$ cat src/hdl/otr_pkg.sv
// Constants shared by the threshold, strength and sync register slice
`default_nettype none
package otr_pkg;
  // Register indices; byte address is four times the index
  localparam logic [7:0]  IDX_STRENGTH    = 8'h14;
  localparam logic [7:0]  IDX_THRESH_CFG  = 8'h15;
  localparam logic [7:0]  IDX_SYNC_HIGH   = 8'h16;
  localparam logic [7:0]  IDX_SYNC_LENGTH = 8'h12;
  localparam int          ADDR_LSB        = 2;
  // Field positions of the threshold configuration register
  localparam int          STEP_HI         = 7;
  localparam int          STEP_LO         = 5;
  localparam int          RATE_HI         = 4;
  localparam int          RATE_LO         = 2;
  localparam int          CUT_HI          = 1;
  localparam int          CUT_LO          = 0;
  // Field position of the sync length select
  localparam int          SLEN_HI         = 4;
  localparam int          SLEN_LO         = 3;
  // Reset values
  localparam logic [7:0]  THRESH_CFG_RST  = 8'h00;
  localparam logic [7:0]  SYNC_HIGH_RST   = 8'h00;
  localparam logic [1:0]  SYNC_LENGTH_RST = 2'h3;
  // Cut-off codes
  localparam logic [1:0]  CUT_BR_8PI      = 2'h0;
  localparam logic [1:0]  CUT_BR_32PI     = 2'h3;
  // Decrement rate codes at and above this count per chip rather than chips per step
  localparam logic [2:0]  RATE_FAST_MIN   = 3'h4;
  localparam logic [1:0]  RATE_SLOW_TOP   = 2'h3;
  localparam logic [2:0]  RATE_FAST_BASE  = 3'h3;
  // Sync length unit in bits
  localparam logic [5:0]  SYNC_BYTE_BITS  = 6'h08;
  // AXI responses
  localparam logic [1:0]  RESP_OKAY       = 2'h0;
  localparam logic [1:0]  RESP_SLVERR     = 2'h2;
endpackage : otr_pkg
`default_nettype wire

$ cat src/hdl/otr_pace_if.sv
// Link between the register slice and its threshold decrement pacer
`timescale 1ns/1ps
`default_nettype none
interface otr_pace_if (
  input wire logic clk,
  input wire logic rst_n
);
  logic [2:0] rate_code;
  logic       decrement_pulse;
  modport ctrl  (input clk, input rst_n, output rate_code, input decrement_pulse);
  modport pacer (input clk, input rst_n, input rate_code, output decrement_pulse);
endinterface : otr_pace_if
`default_nettype wire

$ cat src/hdl/otr_pacer.sv
// Threshold decrement pacer: turns the rate code into decrement pulses
`timescale 1ns/1ps
`default_nettype none
module otr_pacer #(
  parameter int CHIP_LOG2 = 6
) (
  otr_pace_if.pacer pace
);
  logic [CHIP_LOG2-1:0] cycle_reg;
  logic [2:0]           chip_reg;
  logic [CHIP_LOG2-1:0] fast_mask;
  logic [2:0]           slow_mask;
  logic                 fire;
  logic                 pulse_reg;

  // Cycle within a chip period and count of whole chip periods
  always_ff @(posedge pace.clk or negedge pace.rst_n) begin
    if (!pace.rst_n) begin
      cycle_reg <= '0;
      chip_reg  <= '0;
    end else begin
      cycle_reg <= cycle_reg + 1'b1;
      if (&cycle_reg) begin
        chip_reg <= chip_reg + 1'b1;
      end
    end
  end

  // Fast codes divide the chip, slow codes span 1, 2, 4 or 8 chips
  always_comb begin
    fast_mask = {CHIP_LOG2{1'b1}} >> (pace.rate_code - otr_pkg::RATE_FAST_BASE);
    slow_mask = 3'h7 >> (otr_pkg::RATE_SLOW_TOP - pace.rate_code[1:0]);
    if (pace.rate_code >= otr_pkg::RATE_FAST_MIN) begin
      fire = ((cycle_reg & fast_mask) == '0);
    end else begin
      fire = (cycle_reg == '0) && ((chip_reg & slow_mask) == 3'h0);
    end
  end

  // Registered decrement pulse
  always_ff @(posedge pace.clk or negedge pace.rst_n) begin
    if (!pace.rst_n) begin
      pulse_reg <= 1'b0;
    end else begin
      pulse_reg <= fire;
    end
  end

  assign pace.decrement_pulse = pulse_reg;
endmodule : otr_pacer
`default_nettype wire

$ cat src/hdl/otr_regs.sv
// Register slice for signal strength, on-off threshold config and sync pattern high byte
//
// The AXI4-Lite slave port was left to the implementer.
`timescale 1ns/1ps
`default_nettype none
module otr_regs #(
  parameter int ADDR_W    = 12,
  parameter int CHIP_LOG2 = 6
) (
  input  wire logic              ref_clk,
  input  wire logic              reset_n,
  // AXI4-Lite slave
  input  wire logic [ADDR_W-1:0] s_axi_awaddr,
  input  wire logic              s_axi_awvalid,
  output logic                   s_axi_awready,
  input  wire logic [31:0]       s_axi_wdata,
  input  wire logic [3:0]        s_axi_wstrb,
  input  wire logic              s_axi_wvalid,
  output logic                   s_axi_wready,
  output logic [1:0]             s_axi_bresp,
  output logic                   s_axi_bvalid,
  input  wire logic              s_axi_bready,
  input  wire logic [ADDR_W-1:0] s_axi_araddr,
  input  wire logic              s_axi_arvalid,
  output logic                   s_axi_arready,
  output logic [31:0]            s_axi_rdata,
  output logic [1:0]             s_axi_rresp,
  output logic                   s_axi_rvalid,
  input  wire logic              s_axi_rready,
  // Measurement from the demodulator, same clock
  input  wire logic [7:0]        strength_value,
  // Configuration towards the demodulator
  output logic [2:0]             threshold_step_size,
  output logic [4:0]             threshold_step_half_db,
  output logic [2:0]             threshold_decrement_rate,
  output logic                   threshold_decrement,
  output logic [1:0]             average_cutoff_select,
  output logic                   average_cutoff_narrow,
  output logic                   average_cutoff_reserved,
  output logic [7:0]             sync_pattern_value,
  output logic [1:0]             sync_length_select,
  output logic [5:0]             sync_length_bits
);
  logic              rst_meta_reg;
  logic              rst_n_reg;
  logic [7:0]        thresh_cfg_reg;
  logic [7:0]        sync_high_reg;
  logic [1:0]        sync_len_reg;
  logic [ADDR_W-1:0] waddr_reg;
  logic              waddr_held_reg;
  logic [31:0]       wdata_reg;
  logic [3:0]        wstrb_reg;
  logic              wdata_held_reg;
  logic              bvalid_reg;
  logic [1:0]        bresp_reg;
  logic              rvalid_reg;
  logic [1:0]        rresp_reg;
  logic [31:0]       rdata_reg;
  logic [4:0]        step_half_db_reg;
  logic [5:0]        sync_bits_reg;
  logic              do_write;
  logic [7:0]        widx;
  logic [7:0]        ridx;
  logic              wr_hit;
  logic [31:0]       rd_next;
  logic [1:0]        rresp_next;

  // Reset release through two flip-flops
  always_ff @(posedge ref_clk or negedge reset_n) begin
    if (!reset_n) begin
      rst_meta_reg <= 1'b0;
      rst_n_reg    <= 1'b0;
    end else begin
      rst_meta_reg <= 1'b1;
      rst_n_reg    <= rst_meta_reg;
    end
  end

  localparam int ADDR_LSB_U = otr_pkg::ADDR_LSB;

  // Write address and data are taken independently, one write in flight
  assign s_axi_awready = !waddr_held_reg && !bvalid_reg;
  assign s_axi_wready  = !wdata_held_reg && !bvalid_reg;
  assign do_write      = waddr_held_reg && wdata_held_reg;
  assign widx          = 8'(waddr_reg >> ADDR_LSB_U);

  always_ff @(posedge ref_clk or negedge rst_n_reg) begin
    if (!rst_n_reg) begin
      waddr_reg      <= '0;
      waddr_held_reg <= 1'b0;
      wdata_reg      <= '0;
      wstrb_reg      <= '0;
      wdata_held_reg <= 1'b0;
    end else begin
      if (s_axi_awvalid && s_axi_awready) begin
        waddr_reg      <= s_axi_awaddr;
        waddr_held_reg <= 1'b1;
      end else if (do_write) begin
        waddr_held_reg <= 1'b0;
      end
      if (s_axi_wvalid && s_axi_wready) begin
        wdata_reg      <= s_axi_wdata;
        wstrb_reg      <= s_axi_wstrb;
        wdata_held_reg <= 1'b1;
      end else if (do_write) begin
        wdata_held_reg <= 1'b0;
      end
    end
  end

  // Write decode; strength index is accepted but changes nothing
  always_comb begin
    if (widx == otr_pkg::IDX_STRENGTH) begin
      wr_hit = 1'b1;
    end else if (widx == otr_pkg::IDX_THRESH_CFG) begin
      wr_hit = 1'b1;
    end else if (widx == otr_pkg::IDX_SYNC_HIGH) begin
      wr_hit = 1'b1;
    end else if (widx == otr_pkg::IDX_SYNC_LENGTH) begin
      wr_hit = 1'b1;
    end else begin
      wr_hit = 1'b0;
    end
  end

  // Configuration storage, written through byte lane 0 only
  always_ff @(posedge ref_clk or negedge rst_n_reg) begin
    if (!rst_n_reg) begin
      thresh_cfg_reg <= otr_pkg::THRESH_CFG_RST;
      sync_high_reg  <= otr_pkg::SYNC_HIGH_RST;
      sync_len_reg   <= otr_pkg::SYNC_LENGTH_RST;
    end else if (do_write && wstrb_reg[0]) begin
      if (widx == otr_pkg::IDX_THRESH_CFG) begin
        thresh_cfg_reg <= wdata_reg[7:0];
      end else if (widx == otr_pkg::IDX_SYNC_HIGH) begin
        sync_high_reg <= wdata_reg[7:0];
      end else if (widx == otr_pkg::IDX_SYNC_LENGTH) begin
        sync_len_reg <= wdata_reg[otr_pkg::SLEN_HI:otr_pkg::SLEN_LO];
      end
    end
  end

  // Write response
  always_ff @(posedge ref_clk or negedge rst_n_reg) begin
    if (!rst_n_reg) begin
      bvalid_reg <= 1'b0;
      bresp_reg  <= otr_pkg::RESP_OKAY;
    end else if (do_write) begin
      bvalid_reg <= 1'b1;
      bresp_reg  <= wr_hit ? otr_pkg::RESP_OKAY : otr_pkg::RESP_SLVERR;
    end else if (s_axi_bready) begin
      bvalid_reg <= 1'b0;
    end
  end
  assign s_axi_bvalid = bvalid_reg;
  assign s_axi_bresp  = bresp_reg;

  // Read decode; strength is sampled live at the read
  assign ridx = 8'(s_axi_araddr >> ADDR_LSB_U);
  always_comb begin
    rd_next    = '0;
    rresp_next = otr_pkg::RESP_OKAY;
    if (ridx == otr_pkg::IDX_STRENGTH) begin
      rd_next[7:0] = strength_value;
    end else if (ridx == otr_pkg::IDX_THRESH_CFG) begin
      rd_next[7:0] = thresh_cfg_reg;
    end else if (ridx == otr_pkg::IDX_SYNC_HIGH) begin
      rd_next[7:0] = sync_high_reg;
    end else if (ridx == otr_pkg::IDX_SYNC_LENGTH) begin
      rd_next[otr_pkg::SLEN_HI:otr_pkg::SLEN_LO] = sync_len_reg;
    end else begin
      rresp_next = otr_pkg::RESP_SLVERR;
    end
  end

  assign s_axi_arready = !rvalid_reg;
  always_ff @(posedge ref_clk or negedge rst_n_reg) begin
    if (!rst_n_reg) begin
      rvalid_reg <= 1'b0;
      rresp_reg  <= otr_pkg::RESP_OKAY;
      rdata_reg  <= '0;
    end else if (s_axi_arvalid && s_axi_arready) begin
      rvalid_reg <= 1'b1;
      rresp_reg  <= rresp_next;
      rdata_reg  <= rd_next;
    end else if (s_axi_rready) begin
      rvalid_reg <= 1'b0;
    end
  end
  assign s_axi_rvalid = rvalid_reg;
  assign s_axi_rresp  = rresp_reg;
  assign s_axi_rdata  = rdata_reg;

  // Step size in half-dB units and sync length in bits
  always_ff @(posedge ref_clk or negedge rst_n_reg) begin
    if (!rst_n_reg) begin
      step_half_db_reg <= 5'h01;
      sync_bits_reg    <= 6'h20;
    end else begin
      case (thresh_cfg_reg[otr_pkg::STEP_HI:otr_pkg::STEP_LO])
        3'h0:    step_half_db_reg <= 5'h01;
        3'h1:    step_half_db_reg <= 5'h02;
        3'h2:    step_half_db_reg <= 5'h03;
        3'h3:    step_half_db_reg <= 5'h04;
        3'h4:    step_half_db_reg <= 5'h06;
        3'h5:    step_half_db_reg <= 5'h08;
        3'h6:    step_half_db_reg <= 5'h0A;
        default: step_half_db_reg <= 5'h0C;
      endcase
      sync_bits_reg <= 6'({1'b0, sync_len_reg} + 3'h1) * otr_pkg::SYNC_BYTE_BITS;
    end
  end

  // Decrement pacing runs from the rate field
  otr_pace_if pace_if (
    .clk   (ref_clk),
    .rst_n (rst_n_reg)
  );
  assign pace_if.rate_code = thresh_cfg_reg[otr_pkg::RATE_HI:otr_pkg::RATE_LO];
  otr_pacer #(
    .CHIP_LOG2 (CHIP_LOG2)
  ) u_pacer (
    .pace (pace_if.pacer)
  );

  // Configuration outputs
  assign threshold_step_size      = thresh_cfg_reg[otr_pkg::STEP_HI:otr_pkg::STEP_LO];
  assign threshold_step_half_db   = step_half_db_reg;
  assign threshold_decrement_rate = thresh_cfg_reg[otr_pkg::RATE_HI:otr_pkg::RATE_LO];
  assign threshold_decrement      = pace_if.decrement_pulse;
  assign average_cutoff_select    = thresh_cfg_reg[otr_pkg::CUT_HI:otr_pkg::CUT_LO];
  assign average_cutoff_narrow    = (average_cutoff_select == otr_pkg::CUT_BR_32PI);
  // Flags a reserved cut-off code left by the host; stored as written
  assign average_cutoff_reserved  = (average_cutoff_select != otr_pkg::CUT_BR_8PI)
                                    && !average_cutoff_narrow;
  assign sync_pattern_value       = sync_high_reg;
  assign sync_length_select       = sync_len_reg;
  assign sync_length_bits         = sync_bits_reg;
endmodule : otr_regs
`default_nettype wire

$ cat config.mk
export PLATFORM = sky130hd
export DESIGN_NAME = otr_regs
export DESIGN_NICKNAME = d
export VERILOG_FILES = /design/src/hdl/otr_pkg.sv /design/src/hdl/otr_pace_if.sv /design/src/hdl/otr_pacer.sv /design/src/hdl/otr_regs.sv
export SDC_FILE = /design/constraint.sdc
export NUM_CORES = 1
export LEC_CHECK = 0
export BUFFER_PORTS_ARGS = -buffer_cell sky130_fd_sc_hd__buf_2
export CELL_PAD_IN_SITES_DETAIL_PLACEMENT = 1
export CELL_PAD_IN_SITES_GLOBAL_PLACEMENT = 2
export CORE_ASPECT_RATIO = 0.6
export CORE_UTILIZATION = 28
export DETAILED_ROUTE_END_ITERATION = 6
export PLACE_DENSITY_LB_ADDON = 0.2
export RECOVER_POWER = 25
export SLEW_MARGIN = 10
export SYNTH_ARGS = -nofsm -noshare
export SYNTH_HDL_FRONTEND = slang
export SYNTH_SLANG_ARGS = --single-unit
$ cat constraint.sdc
create_clock -name ref_clk -period 2.6 [get_ports ref_clk]
set_input_delay 0 -clock ref_clk [delete_from_list [all_inputs] [get_ports ref_clk]]
set_output_delay 0 -clock ref_clk [all_outputs]
set_load 0.01 [all_outputs]
==> results.cfg <==
[power_and_ir_drop]
power.static_leakage_nw = 2.010
vdd.ir_drop.worst_v = 0.0003195
fin_total_pwr_mw = 3.231
power_density_mw_per_mm2 = 775.9

[timing]
fin_crit_sh_pct = 82.46
setup_violations = 0
final_max_slew_violation_count = 0
clock-skew-final_ns = 0.003639
fin_crit_ns = 2.144
timing.setup.tns_ns = 0
max_freq_mhz = 466.4
tightest_slew_ns = 1.344
relative_slew_slack_pct = 10.42
hold_viol_final = 0
rsz0062_at_grt = false

[global_routing]
grt_max_degree = 33
grt_antenna_before_repair = 0
grt_use_total_pct = 14.70
grt_remaining_overflow = 0
wire_length_of_the_first_global_routing_pass_mm = 12.99
first_global_vias = 2337

[die]
die_ht_microns = 85.00
initial_core_util_pct = 29.63
rows = 29
core_area_sq_mm = 0.01085
die_area_sq_mm = 0.01193
floorplan.die.width_microns = 140.3
pin_count = 148

[detailed_routing]
totalWireLength_mm = 8.074
via_count = 2297
viasPerCell = 4.469
ant_nets = 0
firstDrtPassIters = 4
detail_route.drc_violations = 0
drt_iter0_drc = 59
wl_per_cell_microns = 15.71

[placement]
numPortBuffers = 82
detailedPlacementHpwl_mm = 6.084
place_area_sq_mm = 0.003687
finalWeightedCongestion = 0.7383

[clock_tree]
tritoncts_buffers = 9
root_buffer = clkbuf_16
worst_setup_hold_path_clk_slew_ns = 0.05
ctsLongestPathBuffers = 2
cts_tree = built
cts_max_level = 3
worstSkewPairLatency_ns = 0.33
clock_sink_count = 68

[setup_path]
worst-endpoint-arrival_ns = 2.36
worst_r2r_startpoint = waddr_reg[5]
critical_path_sink_type = flop
path_class = flop to flop
crit_start = waddr_reg[5]
critical_path.cell_chain = or4b_4 -> nor4_4 -> buf_4 -> mux2_2
timing.critical_path.slowest_stage_cell = or4b_4
worst_path_largest_cell_delay_ns = 0.59
worst-r2r-setup-slack_ns = 0.46
cp_data_required_time_ns = 2.81
regToRegEndpoint = sync_pattern_value[7]
timing.critical_path.from_type = flop
cp_max_fo = 5
r2r_cells = 4

[run_status]
status = finished clean

[yosys]
muxShareOfSynthArea_pct = 14.48
synth.distinct_cells = 45
syn-mean-instance-area_sq_um = 12.41
synth_xor_area_share_pct = 1.907
synthesized_area_fraction_occupied_by_ao_oa_aoi_and_oai_cells_pct = 6.812
synth_top_family_by_area = multiplexers
synth_area_sq_mm = 0.003214
adder_cell_share_of_the_synthesized_area_pct = 3.893
synthesized_area_fraction_occupied_by_and_or_nand_nor_cells_pct = 10.59
ys_seq_elements = 68
number_of_warnings_reported_in_the_yosys_synthesis_log = 0
synthCells = 259
ys_seq_area_share_pct = 53.09

[hold_path]
holdPathStages = 3
min_path_type = input pin to flop
hold_path_startpoint = strength_value[4]
whs_endpoint = s_axi_rdata[4]

[final_layout]
n_antenna_cell = 0
final_area_sq_mm = 0.004164
drive_gt1_share_pct = 30.67
num-nets-final = 455
area_growth_syn_to_layout_pct = 29.54
n_fill_cell = 1225

[flow_run]
cap_viol_max_count = 0
[per-stage QoR]
step	utilization, %	worst slack, ns	instances	hold WS, ns
2_1_floorplan	-	0.5732	288	-0.2956
3_3_place_gp	33.99	0.4402	476	-0.2136
3_5_place_dp	33.99	0.4403	476	-0.2103
4_1_cts	38.72	0.4116	514	0.04436
5_1_grt	38.38	0.3536	514	0.05657
6_report	38.38	0.4560	514	0.03709
[power breakdown]
group	leakage (nW)	total (mW)	switching [mW]	internal, mW
sequential	0.861	1.46	0.192	1.26
clock	0.146	1.18	0.435	0.749
combinational	1.00	0.592	0.281	0.311
[layout by cell type, fill, tap and decap left out, types with 3 or more instances in the layout]
cell type and count:
dfrtp_1 64, buf_2 54, mux2_2 36, conb_1 31, clkbuf_1 30, dlygate4sd3_1 22, nor2_1 11, inv_1 10
ha_1 10, clkbuf_16 9, nand2_1 8, nand2b_1 7, mux2i_1 6, o2bb2ai_1 6, a22o_1 6, nor2b_1 5
nand3_1 4, xnor2_1 4, o21ai_0 4, clkbuf_8 4, buf_4 4, xor2_1 3, dfstp_2 3
[cell usage after synthesis (all sizes together)]
cell type / instances / area (sq um)
o21ai: 4 / 20.02
o22a: 1 / 8.760
and2: 2 / 12.51
dfrtp: 64 / 1602
xnor2: 4 / 35.03
nor4: 2 / 27.53
nand4: 1 / 6.260
nor3: 2 / 15.01
nand2b: 7 / 43.79
or4b: 2 / 23.77
nor4b: 2 / 17.52
nand3: 4 / 20.02
ha: 10 / 125.1
mux2: 36 / 405.4
xor2: 3 / 26.28
a22o: 6 / 52.55
nor2: 11 / 41.29
a221o: 1 / 10.01
dfstp: 4 / 105.1
nor3b: 1 / 7.510
nand3b: 1 / 7.510
inv: 10 / 37.54
mux2i: 6 / 60.06
a21oi: 1 / 5.000
conb: 2 / 7.510
a41oi: 1 / 8.760
o2bb2ai: 6 / 52.55
a22oi: 1 / 7.510
nand2: 8 / 30.03
nor2b: 5 / 31.28
a221oi: 2 / 17.52
o31ai: 2 / 15.01
o21bai: 1 / 7.510
nand4b: 1 / 8.760
and3: 2 / 12.51
and3b: 2 / 17.52
and4: 2 / 17.52
a31oi: 1 / 6.260
buf: 31 / 229.0
a21o: 1 / 7.510
clkbuf: 6 / 22.52
[worst max-delay path: cells and delay by family, from the launching register on]
kind	cells	cell delay, ns
AND/OR/NAND/NOR	2	1.05
flip-flops	1	0.40
buffers and inverters	1	0.23
multiplexers	1	0.34
[kinds of logic (layout without fill, tap and decap cells)]
group,count (synthesis),count (layout)
compound gates,28,28
buf+inv,47,134
mux,42,42
fa+ha+maj,10,10
simple gates,55,55
other cells,2,31
flops,68,68
xor+xnor,7,7
[layer usage]
layer,GRT usage (%),vias to the layer above,wire length (microns)
li1,-,1072,-
met1,20.81,1140,4160
met2,20.23,75,3280
met3,5.643,10,532
met4,5.095,0,101
met5,0,-,0
[area by class of cell]
cell class	instances	area, sq um	share of cell area [%]
flip-flops and latches	68	1707	40.99
multi-input cells	173	1328	31.88
repair buffers	108	625.6	15.02
clock buffers	15	287.8	6.911
well taps	139	173.9	4.177
inverters	10	37.54	0.9014
clock inverters	1	5.005	0.1202
[worst max path at each step]
stage | endpoint | slack [ns] | cells past startpoint
after floorplan | s_axi_bresp[1] | 0.57 | 0
after global placement | sync_pattern_value[1] | 0.44 | 4
after detailed placement | sync_pattern_value[0] | 0.44 | 4
after CTS | sync_pattern_value[7] | 0.41 | 4
after global routing | sync_pattern_value[7] | 0.35 | 4
final | sync_pattern_value[7] | 0.46 | 4
[what timing repair did]
item,in CTS,in global routing
hold endpoints to repair,22,0
buffers inserted,0,0
gates resized for setup,0,0
hold buffers,22,0
(Power assumes the default switching activity.)
